==> src/shared/mem_datapath_pkg.sv <==
// Shared constants and types for the memory data path and parity block.
`default_nettype none
package mem_datapath_pkg;
    // ==========================================================
    // Register bus offsets (byte addresses) and reset values
    localparam logic [7:0] CTRL_OFS = 8'h00;
    localparam logic [7:0] STATUS_OFS = 8'h04;
    localparam logic [7:0] PARREG_OFS = 8'h08;
    localparam logic [15:0] PARREG_RESET = 16'h0000;
    localparam logic CTRL_DYNMOS_RESET = 1'b0;
    // ==========================================================
    // Field positions
    localparam int CTRL_DYNMOS_BIT = 0;
    localparam int PAR_CHKEN_BIT = 0;
    localparam int PAR_WRONG_BIT = 2;
    localparam int PAR_ERR_BIT = 15;
    localparam int STAT_BUSY_BIT = 0;
    localparam int STAT_LOCK_BIT = 1;
    localparam int STAT_FAST_BIT = 2;
    // Parity register base address, octal 772100.
    localparam logic [17:0] PAR_BASE = 18'h3f440;
    // ==========================================================
    // Timing
    localparam int CLK_PERIOD_NS = 8;
    localparam int REFRESH_NS = 15600;
    localparam logic [11:0] REFRESH_CYC = 12'(REFRESH_NS / CLK_PERIOD_NS);
    // ==========================================================
    // Types
    typedef enum logic [1:0] {OP_READ, OP_READPAUSE, OP_WRITE, OP_WRITEBYTE} op_e;
    typedef enum logic [2:0] {ST_IDLE, ST_SETUP, ST_STROBE, ST_DONE, ST_RELEASE, ST_PAUSE, ST_REFRESH} state_e;
    typedef struct packed {
        logic fastReq;
        op_e fastOp;
        logic fastAddr0;
        logic [15:0] fastWord;
        logic sysSync;
        op_e sysOp;
        logic [17:0] sysAddr;
        logic [15:0] sysWord;
        logic [17:0] sense;
        logic [3:0] straps;
    } pins_s;
endpackage : mem_datapath_pkg
`default_nettype wire

==> src/verilog/mem_datapath.sv <==
// Memory data path: write mux and latch, parity generate/check, read register, lockout.
`timescale 1ns/1ps
`default_nettype none

// Summary of operation
// - Fast-bus write word goes to the mux when fast request selected, else system word.
// - Write data register follows input while latch pulse low, holds at its rise.
// - Word write latches two parity bits: bit 17 high byte, bit 16 low byte.
// - Byte write generates and stores only the parity bit of the written byte.
// - Address bit 0 picks the byte strobe; word write issues both strobes.
// - Fast-bus read data held in an 18-bit latch plus output buffer.
// - System-bus read data goes straight from sense lines to system drivers.
// - Read register captures sense data exactly once per memory read, when latch raised; parity register reads skip it.
// - Low 16 read bits driven on the fast bus only while its flag enables.
// - Stages 16 and 17 hold low and high byte parity for the checkers.
// - Each byte of fast-bus read data is checked against its own parity bit.
// - Requests from both buses are arbitrated, then the winner's cycle runs fully.
// - Internal refresh cycles run only when attached to dynamic MOS memory.
// - After a memory read-pause, all other requests locked out until the next cycle.
// - Fast-bus read parity errors are reported; a control enables detection.
// - Wrong-parity control set makes writes store odd parity.
// - Parity register answers at one of 16 addresses from octal 772100, by straps.
// - Decoder compares high octal digits fixed and low two digits from straps.
// - Address match with sync on a read gates the parity register onto system data.
// - Address match on a write strobes bus data into the parity register.
// - Parity register is whole-word only; byte writes do not update it.
module mem_datapath
    import mem_datapath_pkg::*;
(
    input wire logic ref_clk, // 125 MHz clock
    input wire logic reset, // synchronous, active high
    input wire logic hsel, // AHB slave select
    input wire logic [31:0] haddr, // AHB address
    input wire logic [1:0] htrans, // AHB transfer type
    input wire logic hwrite, // AHB write
    input wire logic [2:0] hsize, // AHB size, word only
    input wire logic [31:0] hwdata, // AHB write data
    input wire logic hready, // AHB bus ready
    output logic hreadyout, // AHB slave ready
    output logic [31:0] hrdata, // AHB read data
    output logic hresp, // AHB response, always OKAY
    input wire logic fastReq, // fast-bus request level
    input wire op_e fastOp, // fast-bus cycle type
    input wire logic fastAddr0, // fast-bus address bit 0
    input wire logic [15:0] fastWriteWord, // fast-bus write data
    output logic fastDone, // fast-bus cycle done pulse
    output logic [15:0] fastReadData, // fast-bus read data
    output logic fastDataOe, // fast-bus data drive enable
    output logic parityErr, // fast-bus read parity error pulse
    input wire logic sysSync, // system-bus master sync level
    input wire op_e sysOp, // system-bus cycle type
    input wire logic [17:0] sysAddr, // system-bus address
    input wire logic [15:0] sysWriteWord, // system-bus write data
    output logic sysDone, // system-bus cycle done pulse
    output logic [15:0] sysReadData, // system-bus read data
    output logic sysDataOe, // system-bus data drive enable
    input wire logic [17:0] memSenseWord, // memory sense lines with parity
    output logic [17:0] memWriteData, // latched write data with parity
    output logic memStrobeHi, // high byte write strobe
    output logic memStrobeLo, // low byte write strobe
    output logic memRefresh, // refresh cycle pulse
    input wire logic [3:0] parAddrStraps // parity register address straps
);
    // ==========================================================
    // State
    typedef struct packed {
        pins_s sync1;
        pins_s sync2;
        state_e fsm;
        logic grantFast;
        logic isReg;
        op_e op;
        logic addr0;
        logic latchPulse;
        logic [15:0] dataReg;
        logic [1:0] parBits;
        logic saLatch;
        logic [17:0] outReg;
        logic fastEn;
        logic sysEn;
        logic [15:0] sysData;
        logic strobeHi;
        logic strobeLo;
        logic [15:0] parityReg;
        logic fastDone;
        logic sysDone;
        logic parityErr;
        logic refreshPulse;
        logic [11:0] refCnt;
        logic refPend;
        logic dynMos;
        logic ahbPend;
        logic ahbWr;
        logic [7:0] ahbAddr;
        logic [31:0] hrdata;
    } st_s;

    st_s q;
    st_s n;
    pins_s pinsIn;
    pins_s s;
    logic [15:0] muxWord;
    logic wordOp;
    logic isRead;
    logic regMatch;
    logic errHi;
    logic errLo;

    assign pinsIn = '{fastReq: fastReq, fastOp: fastOp, fastAddr0: fastAddr0, fastWord: fastWriteWord,
                      sysSync: sysSync, sysOp: sysOp, sysAddr: sysAddr, sysWord: sysWriteWord,
                      sense: memSenseWord, straps: parAddrStraps};
    assign s = q.sync2;
    assign muxWord = q.grantFast ? s.fastWord : s.sysWord;
    assign wordOp = (q.op != OP_WRITEBYTE);
    assign isRead = (q.op == OP_READ) || (q.op == OP_READPAUSE);
    // fixed high digits, strapped low digits
    assign regMatch = (s.sysAddr[17:5] == PAR_BASE[17:5]) && (s.sysAddr[4:1] == s.straps);
    assign errHi = (^q.outReg[15:8]) ^ q.outReg[17];
    assign errLo = (^q.outReg[7:0]) ^ q.outReg[16];

    // ==========================================================
    // Next state
    always_comb begin
        n = q;
        n.sync1 = pinsIn;
        n.sync2 = q.sync1;
        n.fastDone = 1'b0;
        n.sysDone = 1'b0;
        n.parityErr = 1'b0;
        n.refreshPulse = 1'b0;
        n.strobeHi = 1'b0;
        n.strobeLo = 1'b0;
        n.saLatch = 1'b0;
        // transparent while the pulse is low
        if (!q.latchPulse) begin
            n.dataReg = muxWord;
            // both parity bits on word writes
            // only the written byte's bit on byte writes
            if (wordOp || q.addr0) begin
                n.parBits[1] = (^muxWord[15:8]) ^ q.parityReg[PAR_WRONG_BIT];
            end
            if (wordOp || !q.addr0) begin
                n.parBits[0] = (^muxWord[7:0]) ^ q.parityReg[PAR_WRONG_BIT];
            end
        end
        if (q.saLatch) begin
            n.outReg = s.sense;
        end
        if (q.dynMos) begin
            if (q.refCnt == REFRESH_CYC - 12'h001) begin
                n.refCnt = 12'h000;
                n.refPend = 1'b1;
            end else begin
                n.refCnt = q.refCnt + 12'h001;
            end
        end else begin
            n.refCnt = 12'h000;
            n.refPend = 1'b0;
        end
        unique case (q.fsm)
            // refresh, then fast bus, then system bus
            ST_IDLE: begin
                if (q.refPend && q.dynMos) begin
                    // A new request from the counter in this same cycle survives the grant.
                    n.refPend = (q.refCnt == REFRESH_CYC - 12'h001);
                    n.fsm = ST_REFRESH;
                end else if (s.fastReq) begin
                    n.grantFast = 1'b1;
                    n.op = s.fastOp;
                    n.addr0 = s.fastAddr0;
                    n.isReg = 1'b0;
                    n.fsm = ST_SETUP;
                end else if (s.sysSync) begin
                    n.grantFast = 1'b0;
                    n.op = s.sysOp;
                    n.addr0 = s.sysAddr[0];
                    n.isReg = regMatch;
                    n.fsm = ST_SETUP;
                end
            end
            ST_SETUP: begin
                n.latchPulse = !isRead;
                n.saLatch = isRead && !q.isReg;
                n.fsm = ST_STROBE;
            end
            ST_STROBE: begin
                if (q.isReg) begin
                    if (isRead) begin
                        n.sysData = q.parityReg;
                        n.sysEn = 1'b1;
                    end else if (q.op == OP_WRITE) begin
                        n.parityReg = s.sysWord;
                    end
                end else if (!isRead) begin
                    // byte strobe by address bit 0
                    n.strobeHi = wordOp || q.addr0;
                    n.strobeLo = wordOp || !q.addr0;
                end else if (q.grantFast) begin
                    // drive only for the fast request
                    n.fastEn = 1'b1;
                end else begin
                    // system read bypasses the read register
                    n.sysData = s.sense[15:0];
                    n.sysEn = 1'b1;
                end
                n.fsm = ST_DONE;
            end
            ST_DONE: begin
                n.fastDone = q.grantFast;
                n.sysDone = !q.grantFast;
                if (q.grantFast && isRead && q.parityReg[PAR_CHKEN_BIT] && (errHi || errLo)) begin
                    n.parityErr = 1'b1;
                    n.parityReg[PAR_ERR_BIT] = 1'b1;
                end
                n.fsm = ST_RELEASE;
            end
            ST_RELEASE: begin
                if ((q.grantFast && !s.fastReq) || (!q.grantFast && !s.sysSync)) begin
                    n.fastEn = 1'b0;
                    n.sysEn = 1'b0;
                    n.latchPulse = 1'b0;
                    n.fsm = (q.op == OP_READPAUSE && !q.isReg) ? ST_PAUSE : ST_IDLE;
                end
            end
            // only the pausing master may start the next cycle
            // the follow-up is normally a write, not enforced here
            ST_PAUSE: begin
                if (q.grantFast && s.fastReq) begin
                    n.op = s.fastOp;
                    n.addr0 = s.fastAddr0;
                    n.fsm = ST_SETUP;
                end else if (!q.grantFast && s.sysSync) begin
                    n.op = s.sysOp;
                    n.addr0 = s.sysAddr[0];
                    n.isReg = regMatch;
                    n.fsm = ST_SETUP;
                end
            end
            ST_REFRESH: begin
                n.refreshPulse = 1'b1;
                n.fsm = ST_IDLE;
            end
            // The three-bit state has one unused code; it falls back to idle.
            default: n.fsm = ST_IDLE;
        endcase
        // AHB data phase write, then address phase capture.
        if (q.ahbPend && q.ahbWr && q.ahbAddr == CTRL_OFS) begin
            n.dynMos = hwdata[CTRL_DYNMOS_BIT];
        end
        n.ahbPend = hsel && htrans[1] && hready;
        if (n.ahbPend) begin
            n.ahbWr = hwrite;
            n.ahbAddr = haddr[7:0];
            n.hrdata = 32'h0000_0000;
            if (!hwrite) begin
                unique case (haddr[7:0])
                    CTRL_OFS: n.hrdata[CTRL_DYNMOS_BIT] = q.dynMos;
                    STATUS_OFS: begin
                        n.hrdata[STAT_BUSY_BIT] = (q.fsm != ST_IDLE);
                        n.hrdata[STAT_LOCK_BIT] = (q.fsm == ST_PAUSE);
                        n.hrdata[STAT_FAST_BIT] = q.grantFast;
                    end
                    PARREG_OFS: n.hrdata[15:0] = q.parityReg;
                    default: n.hrdata = 32'h0000_0000;
                endcase
            end
        end
    end

    always_ff @(posedge ref_clk) begin
        if (reset) begin
            q <= '0;
            q.fsm <= ST_IDLE;
            q.op <= OP_READ;
            q.parityReg <= PARREG_RESET;
            q.dynMos <= CTRL_DYNMOS_RESET;
        end else begin
            q <= n;
        end
    end

    // ==========================================================
    // Outputs
    assign hreadyout = 1'b1;
    assign hresp = 1'b0;
    assign hrdata = q.hrdata;
    assign fastDone = q.fastDone;
    assign fastReadData = q.outReg[15:0];
    assign fastDataOe = q.fastEn;
    assign parityErr = q.parityErr;
    assign sysDone = q.sysDone;
    assign sysReadData = q.sysData;
    assign sysDataOe = q.sysEn;
    assign memWriteData = {q.parBits, q.dataReg};
    assign memStrobeHi = q.strobeHi;
    assign memStrobeLo = q.strobeLo;
    assign memRefresh = q.refreshPulse;
endmodule : mem_datapath

`default_nettype wire

==> config.mk <==
export PLATFORM = sky130hd
export DESIGN_NAME = mem_datapath
export DESIGN_NICKNAME = d
export VERILOG_FILES = /design/src/shared/mem_datapath_pkg.sv /design/src/verilog/mem_datapath.sv
export SDC_FILE = /design/constraint.sdc
export NUM_CORES = 1
export LEC_CHECK = 0
export BUFFER_PORTS_ARGS = -buffer_cell sky130_fd_sc_hd__buf_2
export CORE_MARGIN = 2
export CORE_UTILIZATION = 40
export CTS_BUF_LIST = sky130_fd_sc_hd__clkbuf_4
export CTS_CLUSTER_SIZE = 12
export DETAILED_ROUTE_END_ITERATION = 6
export GPL_ROUTABILITY_DRIVEN = 0
export PLACE_DENSITY_LB_ADDON = 0.12
export SYNTH_ARGS = -nofsm -noshare
export SYNTH_HDL_FRONTEND = slang
export SYNTH_SLANG_ARGS = --single-unit
==> constraint.sdc <==
create_clock -name ref_clk -period 1.7 [get_ports ref_clk]
set_input_delay 0.255 -clock ref_clk [delete_from_list [all_inputs] [get_ports ref_clk]]
set_output_delay 0.255 -clock ref_clk [all_outputs]
set_load 0.03 [all_outputs]
==> impl_summary.txt <==
----------------------------------------------------
[Min path]
  Worst min-delay path startpoint ... htrans[1]
  Path category of the worst min-delay check ... input port to flip-flop
  Hold EP ... q[41]
  Hold Path Cell Cnt ... 4

[Global route]
  Via count of the first global-routing pass ... 7276
  Total congestion overflow after global routing ... 0
  Number of antenna violations at the first check in global routing ... 1
  Pin count of the biggest net entering global routing ... 147
  Wire length of the first global-routing pass ... 36.8 mm
  Global-route usage over all layers ... 16.5%

[Worst setup path]
  Crit path buffers/inverters ... 0
  Setup slack on the worst flop-to-flop path ... 80 ps
  Largest driver fanout on the critical path ... 3
  Slowest stage cell on the critical path ... sky130_fd_sc_hd__xnor3_1
  Critical Path End Type ... flip-flop
  Category of the most critical setup path ... flip-flop to flip-flop
  Worst reg2reg startpoint ... fastReadData[15]
  CP Cell Sequence ... xnor2_1 > xnor3_1 > xnor2_2 > o2111ai_2 > a211oi_1
  Data required time at the worst endpoint ... 2270 ps
  Worst Setup Start Kind ... flip-flop
  Worst path arrival time ... 2190 ps
  Slowest stage delay, CP ... 450 ps
  Critical path launch point ... fastReadData[15]
  Category of cells accounting for the largest share of critical-path delay ... XOR/XNOR gates
  Cell depth of the worst flop-to-flop path ... 5
  Worst flop-to-flop path endpoint ... q[75]

[Run status]
  Result of the run ... finished, final reports clean

[Synth]
  Proportion of synthesized flip-flops having asynchronous set or reset ... 0%
  Netlist area before placement ... 10600 µm²
  Number of standard cells after synthesis ... 1042
  Yosys warning count ... 0
  Number of library cell types mapped by synthesis ... 53
  Number of synthesized flops with an enable pin ... 0
  Synthesized area per cell ... 10.1 µm²
  Top flip-flop cell by instance count after synthesis ... sky130_fd_sc_hd__dfxtp_1
  Total of flip-flops plus latches after synthesis ... 284
  Sequential element share of the synthesized area ... 53.8%

[Place]
  Count of port buffers added during placement ... 167
  Detailed Place HPWL ... 15.6 mm
  Area after detailed placement ... 11200 µm²

[Die]
  Site Rows ... 59
  Effective utilization at floorplan ... 40.6%
  Number of top-level design ports ... 245
  Total die area ... 27700 µm²
  Core box area ... 26000 µm²
  Chip Height ... 166 µm
  Horizontal extent of the die ... 166 µm

[Layout]
  Summed area of non-filler cells in the final layout ... 13100 µm²
  Fillers ... 2460
  Proportion of layout cells with a drive suffix above 1 ... 25.6%
  Multi-input gate area ... 4040 µm²
  Sequential cell area ... 5690 µm²
  Signed area change from the synthesized netlist to the final layout ... 24.4%
  Number of nets in the layout ... 1440

[Clock network]
  Number of clock sinks seen by CTS ... 284
  Clock buffer count from CTS ... 78
  Number of levels the H-tree was split into ... 3
  Bufs on Longest Clock Path ... 3
  Root Buffer Master ... sky130_fd_sc_hd__clkbuf_4
  Clock latency reported for the late side of the worst-skew pair ... 680 ps
  Clock tree from TritonCTS ... built
  Clock-pin slew on the worst setup and hold paths ... 60 ps

[Route]
  Vias per inst ... 4.40
  Wire length reported by the detailed router ... 23.1 mm
  Per-cell routed wire length ... 13.8 µm
  Pre-antenna DRT Iters ... 4
  Number of DRC markers after the initial detailed-route iteration ... 382
  # DRC ... 0
  Vias after detailed routing ... 7353
  Antenna violation net count after detailed routing ... 0

[Timing]
  Max-slew headroom ... 57.4%
  Peak Freq ... 618 MHz
  Final setup violation count ... 0
  Clock Skews ... 31.6 ps
  Post-route minimum period ... 1620 ps
  Final hold violation count ... 0
  Final slew viol count ... 0
  Worst slew pin tran ... 639 ps
  Final cycle utilization of the critical path ... 95.2%
  Setup repair after global routing missed its margin ... yes

[Power and ir drop]
  Static leakage ... 5.56 nW
  Cell Pwr Density ... 1210 nW/µm²
  Worst supply voltage drop on vdd ... 0.000659 V
  Total power after layout ... 0.0159 W

[Run]
  Max-capacitance violation count ... 0

----------------------------------------------------
cells in the mapped netlist (4+ instances only):
| cell | instances | area [µm²] |
|---|---|---|
| sky130_fd_sc_hd__a211oi_1 | 20 | 150 |
| sky130_fd_sc_hd__a21oi_1 | 50 | 250 |
| sky130_fd_sc_hd__a22oi_1 | 18 | 135 |
| sky130_fd_sc_hd__and3_1 | 7 | 43.8 |
| sky130_fd_sc_hd__buf_1 | 6 | 22.5 |
| sky130_fd_sc_hd__buf_2 | 10 | 50.1 |
| sky130_fd_sc_hd__buf_4 | 92 | 691 |
| sky130_fd_sc_hd__clkbuf_1 | 32 | 120 |
| sky130_fd_sc_hd__dfxtp_1 | 284 | 5690 |
| sky130_fd_sc_hd__mux2i_1 | 65 | 651 |
| sky130_fd_sc_hd__nand2_1 | 55 | 206 |
| sky130_fd_sc_hd__nand2b_1 | 6 | 37.5 |
| sky130_fd_sc_hd__nand3_1 | 12 | 60.1 |
| sky130_fd_sc_hd__nand4_1 | 4 | 25.0 |
| sky130_fd_sc_hd__nor2_1 | 116 | 435 |
| sky130_fd_sc_hd__nor2b_1 | 160 | 1000 |
| sky130_fd_sc_hd__nor4_1 | 4 | 25.0 |
| sky130_fd_sc_hd__nor4b_1 | 4 | 35.0 |
| sky130_fd_sc_hd__xnor2_1 | 18 | 158 |
| sky130_fd_sc_hd__xnor3_1 | 4 | 90.1 |
| sky130_fd_sc_hd__xor2_1 | 26 | 228 |
worst reg2reg max path: stages (launching register included):
cell and delay, ps:
sky130_fd_sc_hd__dfxtp_1 330, sky130_fd_sc_hd__xnor2_1 160, sky130_fd_sc_hd__xnor3_1 450, sky130_fd_sc_hd__xnor2_2 230
sky130_fd_sc_hd__o2111ai_2 140, sky130_fd_sc_hd__a211oi_1 210
how the worst max path moves through the flow:
stage	cells past startpoint	slack [ps]	to
detailed placement	4	50	q[134]
CTS	4	20	q[135]
floorplan	8	190	q[67]
global placement	6	70	q[141]
finish	5	80	q[75]
global route	5	-30	q[75]
registers in the layout (all words and copies together) (netlist names):
| signal | count |
|---|---|
| sysDataOe | 1 |
| sysReadData | 16 |
| memRefresh | 1 |
| memStrobeHi | 1 |
| memWriteData | 18 |
| fastReadData | 16 |
| sysDone | 1 |
| memStrobeLo | 1 |
| parityErr | 1 |
| fastDataOe | 1 |
| q | 131 |
| n | 79 |
| hrdata | 16 |
| fastDone | 1 |
through the flow:
step	std cells	TNS (ps)	util, %	hold WS (ps)	setup slack, ps
final	1670	0	50.5	103	82.1
after global routing	1670	-28.4	50.5	90.6	-28.4
after global placement	1448	0	43.2	420	67.2
after floorplan	1058	0	-	383	189
after CTS	1669	0	50.4	47.7	16.2
after detailed placement	1448	0	43.2	420	53.4
layout by cell type, fill, tap and decap left out, drive strengths merged, types with 23 or more instances in the layout:
master	count
nor2b	160
a211oi	23
buf	197
nor2	116
clkbuf	112
mux2i	65
a21oi	51
dlygate4sd3	92
dfxtp	284
nand2	55
xor2	26
logic make-up (layout without fill, tap and decap cells):
| group | count (synthesis) | after routing | share of synthesized area [%] |
|---|---|---|---|
| flops | 284 | 284 | 53.8 |
| compound gates | 110 | 110 | 7.06 |
| buf+inv | 146 | 422 | 8.67 |
| xor+xnor | 50 | 50 | 4.81 |
| other cells | 2 | 19 | 0.0711 |
| fa+ha+maj | 2 | 2 | 0.237 |
| mux | 65 | 65 | 6.16 |
| simple gates | 383 | 383 | 19.1 |
layout make-up:
type	instances	area share [%]
antenna	1	0.0191
clock buffer	111	6.35
clock inverter	18	0.819
inverter	3	0.0857
multi-input combinational	628	30.8
sequential	284	43.3
tap	335	3.19
timing repair buffer	290	15.4
repair_timing:
item,4_1_cts,5_1_grt
hold buffers,92,0
resized for setup,0,8
buffers inserted,0,0
endpoints found under the hold margin,103,0
endpoints found under the setup margin,0,29
per-layer routing:
metal / global-route usage (%) / part of all wire, % / vias up
li1: - / - / 3849
met1: 21.4 / 47 / 3242
met2: 26.1 / 44 / 219
met3: 4.97 / 6.5 / 43
met4: 6.18 / 2.1 / 0
met5: 0 / 0 / -
power by group:
group | switching [W] | total [W] | internal [W]
sequential | 0.000326 | 0.00743 | 0.00711
combinational | 0.00150 | 0.00268 | 0.00118
clock | 0.00267 | 0.00581 | 0.00314
Note: power is estimated with default switching activity, not from simulation.
